$ cat src/lin_cfg_defines.vh
// Notes on behaviour
// A 16-bit frame 01_10011_P plus a settings byte writes the first channel's register.
// A 16-bit frame 01_10100_P plus a settings byte writes the second channel's register.
// Channel 1 bits 7:6 select 00 off, 01 unused, 10 off with wake-up, 11 transmit and receive.
// Channel 2 bits 7:6 use the same encoding as channel 1.
// Bits 5:4 pick the edge rate: 00 for 20 kbit/s, 01 for 10 kbit/s, 10 and 11 fast.
// Bit 2 turns the master termination on when set and off when clear.
// With bit 0 clear the channel goes recessive while the second supply is below about 6 V.
// With bit 0 set the channel keeps running below 6 V until the CAN supply regulator is off.
// Read frame bits 15:14 are 11 for failure flags or 00 for real-time levels or identity.
// Read frame bits 13:9 hold the address whose flags are wanted.
// Read frame bit 8 is one and is not treated as parity.
// The host sends the seven lowest read bits as zero; bit 7 picks one of two flag bytes.
// During a read the device returns a fixed status byte, then the requested flag byte.
// Bits 3 and 1 of a channel register are ignored on write.
`ifndef LIN_CFG_DEFINES_VH
`define LIN_CFG_DEFINES_VH

`define FRAME_BITS        5'h10
`define CMD_WRITE         2'h1
`define CMD_READ_FLAGS    2'h3
`define CMD_READ_LEVELS   2'h0
`define ADDR_LIN_CHANNEL1_CONFIG_CFG     5'h13
`define ADDR_LIN_CHANNEL2_CONFIG_CFG     5'h14
`define CFG_RESET         8'h00
`define CFG_WRITE_MASK    8'hF5
`define MODE_MSB          7
`define MODE_LSB          6
`define SLEW_MSB          5
`define SLEW_LSB          4
`define TERM_BIT          2
`define SUPPLY_EXT_BIT    0
`define MODE_OFF          2'h0
`define MODE_OFF_WAKE     2'h2
`define MODE_TXRX         2'h3
`define SLEW_20K          2'h0
`define SLEW_10K          2'h1
`define SLEW_FAST         2'h2
`define FLAG_SEL_BITS     5'h08

`endif

$ cat src/lin_channel_ctrl.v
`include "lin_cfg_defines.vh"

module lin_channel_ctrl (
   // clock and reset
   input  wire       clk_i,
   input  wire       rstn_i,
   // settings and supply state
   input  wire [7:0] cfg_i,
   input  wire       second_supply_low_i,
   input  wire       can_supply_regulator_on_i,
   // channel controls
   output reg        txrx_enable_o,
   output reg        wake_enable_o,
   output reg  [1:0] slew_sel_o,
   output reg        termination_enable_o,
   output reg        force_recessive_o
);

   wire [1:0] mode;
   wire [1:0] slew;

   assign mode = cfg_i[`MODE_MSB:`MODE_LSB];
   assign slew = cfg_i[`SLEW_MSB:`SLEW_LSB];

   always @(posedge clk_i or negedge rstn_i) begin
      if (!rstn_i) begin
         txrx_enable_o        <= 1'b0;
         wake_enable_o        <= 1'b0;
         slew_sel_o           <= `SLEW_20K;
         termination_enable_o <= 1'b0;
         force_recessive_o    <= 1'b0;
      end else begin
         // unused code 01 behaves as fully off
         txrx_enable_o        <= (mode == `MODE_TXRX);      // see
         wake_enable_o        <= (mode == `MODE_OFF_WAKE);  // see
         slew_sel_o           <= slew[1] ? `SLEW_FAST : slew;
         termination_enable_o <= cfg_i[`TERM_BIT];
         if (!cfg_i[`SUPPLY_EXT_BIT])
            force_recessive_o <= second_supply_low_i;
         else
            force_recessive_o <= second_supply_low_i &
                                 ~can_supply_regulator_on_i;
      end
   end

endmodule // lin_channel_ctrl

$ cat src/lin_cfg_spi.v
`include "lin_cfg_defines.vh"

module lin_cfg_spi (
   // clock and reset
   input  wire        clk_i,
   input  wire        rstn_i,
   // spi pins, sampled on clk_i
   input  wire        csb_n_i,
   input  wire        sclk_i,
   input  wire        mosi_i,
   output reg         miso_o,
   output reg         miso_oe_n_o,
   // flag source
   input  wire [7:0]  fixed_status_i,
   input  wire [15:0] flag_pair_i,
   output reg         flag_req_o,
   output reg  [1:0]  flag_kind_o,
   output reg  [4:0]  flag_addr_o,
   output reg         parity_error_o,
   // supply state
   input  wire        second_supply_low_i,
   input  wire        can_supply_regulator_on_i,
   // channel 1 controls
   output wire        ch1_txrx_enable_o,
   output wire        ch1_wake_enable_o,
   output wire [1:0]  ch1_slew_sel_o,
   output wire        channel1_termination_enable_o,
   output wire        ch1_force_recessive_o,
   // channel 2 controls
   output wire        ch2_txrx_enable_o,
   output wire        ch2_wake_enable_o,
   output wire [1:0]  ch2_slew_sel_o,
   output wire        channel2_termination_enable_o,
   output wire        ch2_force_recessive_o,
   // register contents
   output wire [7:0]  lin_channel1_config_o,
   output wire [7:0]  lin_channel2_config_o
);

   reg  [7:0]  lin_channel1_config_reg;
   reg  [7:0]  lin_channel2_config_reg;
   reg  [15:0] rx_reg;
   reg  [15:0] tx_reg;
   reg  [4:0]  count_reg;
   reg         sclk_q;
   reg         csb_q;
   reg         is_read_reg;

   wire        sclk_rise;
   wire        sclk_fall;
   wire        frame_start;
   wire        frame_end;
   wire [15:0] rx_next;
   wire [7:0]  flag_byte;

   function odd_parity;
      input [15:0] word;
      begin
         odd_parity = ^word;
      end
   endfunction

   function is_read_cmd;
      input [15:0] word;
      begin
         is_read_cmd = ((word[15:14] == `CMD_READ_FLAGS) ||
                        (word[15:14] == `CMD_READ_LEVELS)) && word[8]; // see
      end
   endfunction

   assign sclk_rise   = ~csb_n_i & sclk_i & ~sclk_q;
   assign sclk_fall   = ~csb_n_i & ~sclk_i & sclk_q;
   assign frame_start = ~csb_n_i & csb_q;
   assign frame_end   = csb_n_i & ~csb_q;
   assign rx_next     = {rx_reg[14:0], mosi_i};
   // host has bit 7 on mosi by the falling edge after bit 8
   assign flag_byte   = mosi_i ? flag_pair_i[15:8] : flag_pair_i[7:0];

   // bits 3 and 1 never reach a register
   function [7:0] kept_bits;
      input [7:0] data;
      begin
         kept_bits = data & `CFG_WRITE_MASK;
      end
   endfunction

   // decoded frame events
   wire        shift_in;
   wire        shift_out;
   wire        read_header;
   wire        flag_slot;
   wire        write_frame;
   wire        parity_ok;
   wire        write_ch1;
   wire        write_ch2;

   // a frame start wins over a coincident sclk edge
   assign shift_in    = sclk_rise & ~frame_start;
   assign shift_out   = sclk_fall & ~frame_start;
   // header complete after the eighth rise
   assign read_header = shift_in & (count_reg == 5'h07) &
                        is_read_cmd({rx_next[7:0], 8'h00});
   assign flag_slot   = (count_reg == `FLAG_SEL_BITS) & is_read_reg;
   // only full frames with the write prefix may commit
   assign write_frame = frame_end & (count_reg == `FRAME_BITS) &
                        (rx_reg[15:14] == `CMD_WRITE);
   assign parity_ok   = odd_parity(rx_reg);
   assign write_ch1   = write_frame & parity_ok &
                        (rx_reg[13:9] == `ADDR_LIN_CHANNEL1_CONFIG_CFG);
   assign write_ch2   = write_frame & parity_ok &
                        (rx_reg[13:9] == `ADDR_LIN_CHANNEL2_CONFIG_CFG);

   // pin history for edge detection
   always @(posedge clk_i or negedge rstn_i) begin
      if (!rstn_i) begin
         sclk_q <= 1'b0;
         csb_q  <= 1'b1;
      end else begin
         sclk_q <= sclk_i;
         csb_q  <= csb_n_i;
      end
   end

   // rising sclk count, saturating at a full frame
   always @(posedge clk_i or negedge rstn_i) begin
      if (!rstn_i) begin
         count_reg <= 5'h00;
      end else if (frame_start) begin
         count_reg <= 5'h00;
      end else if (shift_in && (count_reg != `FRAME_BITS)) begin
         count_reg <= count_reg + 5'h01;
      end
   end

   // mosi shift register, msb first
   always @(posedge clk_i or negedge rstn_i) begin
      if (!rstn_i) begin
         rx_reg <= 16'h0000;
      end else if (shift_in) begin
         rx_reg <= rx_next;
      end
   end

   // read frame marker for the current frame
   always @(posedge clk_i or negedge rstn_i) begin
      if (!rstn_i) begin
         is_read_reg <= 1'b0;
      end else if (frame_start) begin
         is_read_reg <= 1'b0;
      end else if (read_header) begin
         is_read_reg <= 1'b1;
      end
   end

   // one pulse per read header
   always @(posedge clk_i or negedge rstn_i) begin
      if (!rstn_i) begin
         flag_req_o <= 1'b0;
      end else begin
         flag_req_o <= read_header;
      end
   end

   // kind and address stand until the next read
   always @(posedge clk_i or negedge rstn_i) begin
      if (!rstn_i) begin
         flag_kind_o <= 2'h0;
      end else if (read_header) begin
         flag_kind_o <= rx_next[7:6];
      end
   end

   always @(posedge clk_i or negedge rstn_i) begin
      if (!rstn_i) begin
         flag_addr_o <= 5'h00;
      end else if (read_header) begin
         flag_addr_o <= rx_next[5:1];
      end
   end

   // miso driven only while selected
   always @(posedge clk_i or negedge rstn_i) begin
      if (!rstn_i) begin
         miso_oe_n_o <= 1'b1;
      end else if (frame_start) begin
         miso_oe_n_o <= 1'b0;
      end else if (frame_end) begin
         miso_oe_n_o <= 1'b1;
      end
   end

   // miso bit, changed on falling sclk
   always @(posedge clk_i or negedge rstn_i) begin
      if (!rstn_i) begin
         miso_o <= 1'b0;
      end else if (frame_start) begin
         miso_o <= fixed_status_i[7];
      end else if (frame_end) begin
         miso_o <= 1'b0;
      end else if (shift_out) begin
         if (flag_slot)
            miso_o <= flag_byte[7];
         else
            miso_o <= tx_reg[15];
      end
   end

   // bits still to send after the current one
   always @(posedge clk_i or negedge rstn_i) begin
      if (!rstn_i) begin
         tx_reg <= 16'h0000;
      end else if (frame_start) begin
         tx_reg <= {fixed_status_i[6:0], 9'h000};
      end else if (shift_out) begin
         if (flag_slot)
            tx_reg <= {flag_byte[6:0], 9'h000};
         else
            tx_reg <= {tx_reg[14:0], 1'b0};
      end
   end

   // even parity discards the write
   always @(posedge clk_i or negedge rstn_i) begin
      if (!rstn_i) begin
         parity_error_o <= 1'b0;
      end else begin
         parity_error_o <= write_frame & ~parity_ok;
      end
   end

   always @(posedge clk_i or negedge rstn_i) begin
      if (!rstn_i) begin
         lin_channel1_config_reg <= `CFG_RESET;
      end else if (write_ch1) begin
         lin_channel1_config_reg <= kept_bits(rx_reg[7:0]);    // see
      end
   end

   always @(posedge clk_i or negedge rstn_i) begin
      if (!rstn_i) begin
         lin_channel2_config_reg <= `CFG_RESET;
      end else if (write_ch2) begin
         lin_channel2_config_reg <= kept_bits(rx_reg[7:0]);    // see
      end
   end

   assign lin_channel1_config_o = lin_channel1_config_reg;
   assign lin_channel2_config_o = lin_channel2_config_reg;

   lin_channel_ctrl u_ch1 (
      .clk_i                     (clk_i),
      .rstn_i                    (rstn_i),
      .cfg_i                     (lin_channel1_config_reg),
      .second_supply_low_i       (second_supply_low_i),
      .can_supply_regulator_on_i (can_supply_regulator_on_i),
      .txrx_enable_o             (ch1_txrx_enable_o),
      .wake_enable_o             (ch1_wake_enable_o),
      .slew_sel_o                (ch1_slew_sel_o),
      .termination_enable_o      (channel1_termination_enable_o),
      .force_recessive_o         (ch1_force_recessive_o)
   );

   lin_channel_ctrl u_ch2 (
      .clk_i                     (clk_i),
      .rstn_i                    (rstn_i),
      .cfg_i                     (lin_channel2_config_reg),
      .second_supply_low_i       (second_supply_low_i),
      .can_supply_regulator_on_i (can_supply_regulator_on_i),
      .txrx_enable_o             (ch2_txrx_enable_o),
      .wake_enable_o             (ch2_wake_enable_o),
      .slew_sel_o                (ch2_slew_sel_o),
      .termination_enable_o      (channel2_termination_enable_o),
      .force_recessive_o         (ch2_force_recessive_o)
   );

endmodule // lin_cfg_spi

$ cat config.mk
export PLATFORM = sky130hd
export DESIGN_NAME = lin_cfg_spi
export DESIGN_NICKNAME = d
export VERILOG_FILES = /design/src/lin_channel_ctrl.v /design/src/lin_cfg_spi.v
export VERILOG_INCLUDE_DIRS = /design/src /design/src/src
export SDC_FILE = /design/constraint.sdc
export NUM_CORES = 1
export LEC_CHECK = 0
export BUFFER_PORTS_ARGS = -buffer_cell sky130_fd_sc_hd__buf_2
export CELL_PAD_IN_SITES_DETAIL_PLACEMENT = 1
export CELL_PAD_IN_SITES_GLOBAL_PLACEMENT = 1
export CORE_AREA = 2 2 86 88
export DETAILED_ROUTE_END_ITERATION = 8
export DIE_AREA = 0 0 88 90
export GPL_ROUTABILITY_DRIVEN = 0
export PLACE_DENSITY_LB_ADDON = 0.1
export SLEW_MARGIN = 20
export SYNTH_ARGS = -nofsm -noshare
export SYNTH_HDL_FRONTEND = slang
export SYNTH_SLANG_ARGS = --single-unit
$ cat constraint.sdc
create_clock -name clk_i -period 2.52 [get_ports clk_i]
set_input_delay 0.378 -clock clk_i [delete_from_list [all_inputs] [get_ports clk_i]]
set_output_delay 0.378 -clock clk_i [all_outputs]
set_load 0.005 [all_outputs]
Word level (Yosys, flattened, before mapping)
Cells that the tools add are included.
{"block": "word_totals", "latch_bits": 0, "inputBits": 31, "rom_bits": 0, "out_inout_bits": 39, "memories": 0, "ram_bits": 0, "reg_bits": 75, "elab_cells": 90}
{"block": "classes", "multipliers": 0, "muxes": 18, "n_bitwise": 25, "eq_ne": 12, "n_addsub": 1, "shifts": 0, "n_div": 0, "reduce_logical": 10, "magnitude_cmp": 0}
{"operator": "two-way mux 16 bit", "n": 3}
{"operator": "bitwise AND 1 bit", "n": 18}
{"operator": "XOR reduction 16 bit", "n": 1}
{"operator": "== test 5 bit (second input constant)", "n": 3}
{"operator": "== test 2 bit (second input constant)", "n": 5}
{"operator": "two-way mux 1 bit", "n": 10}
{"operator": "two-way mux 5 bit", "n": 2}
{"operator": "two-way mux 8 bit", "n": 1}
{"operator": "nonzero test 2 bit", "n": 4}
{"operator": "NOT 1 bit", "n": 7}
{"operator": "adder 5 x 1 -> 5 bit (second input constant)", "n": 1}
{"operator": "== test 5 x 3 -> 1 bit (second input constant)", "n": 1}
{"operator": "== test 5 x 4 -> 1 bit (second input constant)", "n": 1}
{"operator": "!= test 5 bit (second input constant)", "n": 1}
{"operator": "two-way mux 2 bit", "n": 2}
{"operator": "nonzero test 3 bit", "n": 1}
{"operator": "== test 2 x 1 -> 1 bit (second input constant)", "n": 1}
{"operator": "logical AND 1 bit", "n": 2}
{"operator": "logical NOT 2 bit", "n": 1}
{"operator": "logical OR 1 bit", "n": 1}

Longest topological paths before layout
{"block": "logic_depth", "depth_word": 8, "ltp_mapped": 8, "depth_no_buf": 7}

Modules after synthesis
From an unflattened synthesis, not the netlist that was laid out.
{"block": "unflattened", "cells_unflattened": 229, "area_unflattened_um2": 2932.8}
{"mod": "lin_cfg_spi", "cells_each": 209, "instances": 1, "seq_area_each_um2": 1353.8, "area_per_inst_um2": 2572.5}
{"mod": "lin_channel_ctrl", "cells_each": 10, "instances": 2, "seq_area_each_um2": 150.1, "area_per_inst_um2": 180.2}

Least setup slack after synthesis
OpenSTA, ideal clock, no wires.
{"block": "synth_timing", "path_kind": "input port to flip-flop", "start": "in csb_n_i", "end": "reg flag_addr_o[1]", "setup_slack_ns": 0.357, "setup_ns": 0.125, "path_stages": 7, "t_arrival_ns": 2.038, "required_time_ns": 2.395, "n_path_buf": 1, "cell_sequence": "inv_1 ha_1 buf_2 nor4b_2 nand3_1 nor4_4 mux2_2"}
{"block": "synth_between", "elab_chain_cells": 6, "word_cells_on_any_way": 8, "cone_classes": "bitwise (8)"}
{"item": "from (decl)", "line_no": "lin_cfg_spi.v:8", "rtl": "input wire csb_n_i,"}
{"item": "NOT 1 bit *", "line_no": "lin_cfg_spi.v:71, lin_cfg_spi.v:73"}
{"item": "bitwise AND 1 bit, on equally long branches", "line_no": "lin_cfg_spi.v:71, lin_cfg_spi.v:73"}
{"item": "bitwise AND 1 bit or NOT 1 bit (tied branches)", "line_no": "lin_cfg_spi.v:71, lin_cfg_spi.v:98"}
{"item": "bitwise AND 1 bit *", "line_no": "lin_cfg_spi.v:98", "rtl": "assign shift_in = sclk_rise & ~frame_start;"}
{"item": "bitwise AND 1 bit * (2 in series)", "line_no": "lin_cfg_spi.v:101", "rtl": "assign read_header = shift_in & (count_reg == 5'h07) &"}
{"item": "via read_header", "line_no": "lin_cfg_spi.v:90", "rtl": "wire read_header;"}
{"item": "to (signal assigned)", "line_no": "lin_cfg_spi.v:177", "rtl": "flag_addr_o <= rx_next[5:1];"}
{"item": "to (decl)", "line_no": "lin_cfg_spi.v:18", "rtl": "output reg [4:0] flag_addr_o,"}
Mark *: on every way through the listed nets, which the timed path passes. The rest lies on a longest branch.
A chain may end at the register's enable or synchronous reset.

Worst setup path after layout
{"block": "layout_timing", "start": "reg rx_reg[14]", "end": "reg lin_channel1_config_reg[5], in the netlist lin_channel1_config_o[5]"}
{"block": "layout_between", "elab_chain_cells": 4, "word_cells_on_any_way": 5, "cone_classes": "eq/ne (1); bitwise (3); reduce/logical (1)"}
{"item": "from (decl)", "line_no": "lin_cfg_spi.v:42", "rtl": "reg [15:0] rx_reg;"}
{"item": "from (signal assigned)", "line_no": "lin_cfg_spi.v:140", "rtl": "rx_reg <= rx_next;"}
{"item": "== test 2 x 1 -> 1 bit (no line)"}
{"item": "bitwise AND 1 bit", "line_no": "lin_cfg_spi.v:105", "rtl": "assign write_frame = frame_end & (count_reg == `FRAME_BITS) &"}
{"item": "bitwise AND 1 bit * (2 in series)", "line_no": "lin_cfg_spi.v:108", "rtl": "assign write_ch1 = write_frame & parity_ok &"}
{"item": "to (signal assigned)", "line_no": "lin_cfg_spi.v:233", "rtl": "lin_channel1_config_reg <= `CFG_RESET;"}
{"item": "to (signal assigned)", "line_no": "lin_cfg_spi.v:235", "rtl": "lin_channel1_config_reg <= kept_bits(rx_reg[7:0]);"}
{"item": "to (decl)", "line_no": "lin_cfg_spi.v:40", "rtl": "reg [7:0] lin_channel1_config_reg;"}
Every way passes the cells marked *; elsewhere a longest branch is shown, timed or not.

==> impl_metrics.toml <==
[floorplanning]
dieArea_sq_um = 7920
initial_utilization = 0.421
die_x_um = 88
ios = 70
coreArea_sq_um = 7020
fp.dieH_um = 90
row_count = 31

[global_route]
grt_usage = 0.165
grt_pass1_vias = 2004
grt-ovfl-total = 0
grt_start_max_net_pins = 31
grt_pass1_wl_um = 9990
antenna_found_initial = 0

[clock_network]
clockRootBuffer = "clkbuf_8"
holdBufCountCts = 1
clockBufferDepth = 2
cts.clk_slew.worst_paths_ps = 70
ctsHtreeMaxLevel = 3
post_cts_resized = 0
cts_setup_buffers = 0
cts.sink_count = 66
cts-buffers-inserted = 9
insertion_delay_ps = 340
cts_tree = "built"

[power]
vdd_ir_drop_max_mv = 0.319
p_clk_frac = 0.332
swShare = 0.294
powerDensity_nw_per_um2 = 742
p_leak_nw = 1.89
pwr-share-comb = 0.201
switching_power_uw = 791
internal_power_mw = 1.90
seq_power_share = 0.467

[detailed_routing]
ant_nets = 0
drt-pass1-iter-count = 4
drc = 0
via_per_inst = 4.85
drt-total-wl_um = 5940
detail_route.wl_per_cell_um = 14.9
drt_iter0_drc = 56
vias = 1938

[run]
maxCapViolations = 0

[critical_path]
path_max_fanout = 6
end_kind = "register"
start_kind = "register"
path_class = "register to register"
required_ps = 2750
critPathArrivalTime_ps = 2330

[logic_synthesis]
ys_seq_elements = 66
synth_cell_types = 42
synth_area_sq_um = 2950
syn_area_per_cell_sq_um = 13.4
async_flop_share = 1.00
yosysWarnings = 0
synth_cells = 220
synth_ff_type = "dfrtp_1"
synth_edf_count = 0
ys_seq_area_frac = 0.560

[sta]
fin_crit_ps = 2110
hold_violations = 0
setup_slack_ps = 413
grt_setup_unrepaired = "false"
finalCritPeriodShare = 0.836
fin_skew_ps = 6.65
max_clock_freq_ghz = 0.475
tns_ps = 0
setup_violations = 0
slew_viol_final = 0

[placed_design]
dp_slack_ps = 314
hpwl_um = 4380
numPortBuffers = 65

[cells_and_area]
largest_register_ffs = 16
layout-drive-gt1-share = 0.415
nFillCells = 751
fin_nets = 332
syn_to_final_growth_pct = 22.7
antenna_cells = 0

[min_path]
hold_class = "input port to register"

[status]
status = "completed"
==> cell families after synthesis <==
logic type | count (synthesis) | synth area share
AOI/OAI and AO/OA | 27 | 0.0597
xor gates and xnor gates | 14 | 0.0585
adders and majority gates | 5 | 0.0212
buffers and inverters | 16 | 0.0263
DFF | 66 | 0.560
muxes | 43 | 0.169
other | 1 | 0.00127
and+or+nand+nor | 48 | 0.104
==> routing by layer <==
layer / wire [um] / part of all wire / global-route usage / vias to the layer above
met3: 239 / 0.040 / 0.0367 / 12
li1: - / - / - / 918
met1: 2620 / 0.44 / 0.211 / 952
met2: 2980 / 0.50 / 0.268 / 56
met5: 0 / 0 / 0 / -
met4: 106 / 0.018 / 0.0654 / 0
==> stage by stage <==
stage          hold WS, ps  instance area, sq um  cells  total power [mW]  utilization
6_report               187                  3620    400              2.69        0.516
5_1_grt                177                  3620    400              2.84        0.516
4_1_cts                173                  3620    400              2.74        0.516
3_5_place_dp           316                  3410    383              1.83        0.486
3_3_place_gp           313                  3410    383              1.81        0.486
2_1_floorplan         82.4                  2960    223              1.67            -
==> power by group through the flow <==
stage / clock, mW / combinational, mW / sequential, mW
2_1_floorplan: 0 / 0.431 / 1.24
3_3_place_gp: 0 / 0.539 / 1.27
3_5_place_dp: 0 / 0.550 / 1.28
4_1_cts: 0.926 / 0.553 / 1.26
5_1_grt: 0.967 / 0.602 / 1.27
6_report: 0.894 / 0.540 / 1.26
==> layout make-up <==
cell class / count / area (sq um) / share of cell area
clock buffers: 9 / 124 / 0.0342
well taps: 99 / 124 / 0.0342
inverters: 6 / 22.5 / 0.00622
clock inverters: 7 / 76.3 / 0.0211
multi-input cells: 141 / 1240 / 0.343
flip-flops and latches: 66 / 1650 / 0.457
repair buffers: 72 / 380 / 0.105
==> critical path: stages (launching register included) <==
cell and delay, ps:
dfrtp_1 400, ha_1 300, xnor3_1 210, xnor3_1 220
xnor3_2 310, nand4_4 210, mux2_4 350
==> cell usage in the layout (no fill, tap or decap), types with 3 or more instances in the layout <==
cell,n
buf_2,65
dfrtp_1,64
mux2_2,22
nor2_1,13
nand2_1,9
clkbuf_8,9
nor2b_1,8
mux2_1,8
mux2i_1,7
inv_1,6
xnor2_1,6
mux2_4,6
o21ai_0,6
a21oi_1,6
buf_4,6
ha_1,5
xor2_1,4
a22oi_1,4
conb_1,4
nand3_1,3
o31ai_1,3
==> Yosys cell counts, drive strengths merged (3+ instances only) <==
| library cell | number | share of area |
|---|---|---|
| o31ai | 3 | 0.0076 |
| dfrtp | 64 | 0.54 |
| clkbuf | 4 | 0.0051 |
| nor2 | 13 | 0.017 |
| xnor3 | 3 | 0.023 |
| mux2i | 7 | 0.024 |
| buf | 6 | 0.014 |
| ha | 5 | 0.021 |
| nor2b | 8 | 0.017 |
| nand4 | 4 | 0.019 |
| o21ai | 6 | 0.010 |
| xor2 | 5 | 0.017 |
| a21oi | 6 | 0.010 |
| nand3 | 3 | 0.0051 |
| xnor2 | 6 | 0.018 |
| mux2 | 36 | 0.14 |
| nand2 | 9 | 0.011 |
| a22oi | 4 | 0.010 |
| inv | 6 | 0.0076 |
==> final timing paths <==
path / from / endpoint / slack (ps) / depth (start not counted)
max in group asynchronous: rstn_i / rx_reg[1] / 1320 / 3
worst max register to register: rx_reg[14] / lin_channel1_config_o[5] / 410 / 6
worst min-delay path: sclk_i / sclk_q / 190 / 1
worst min register to register: lin_channel2_config_o[2] / u_ch2.termination_enable_o / 410 / 0
min in group asynchronous: rstn_i / u_ch2.force_recessive_o / 480 / 2
worst max-delay path: rx_reg[14] / lin_channel1_config_o[5] / 410 / 6
Power figures use the tool's default switching activity.
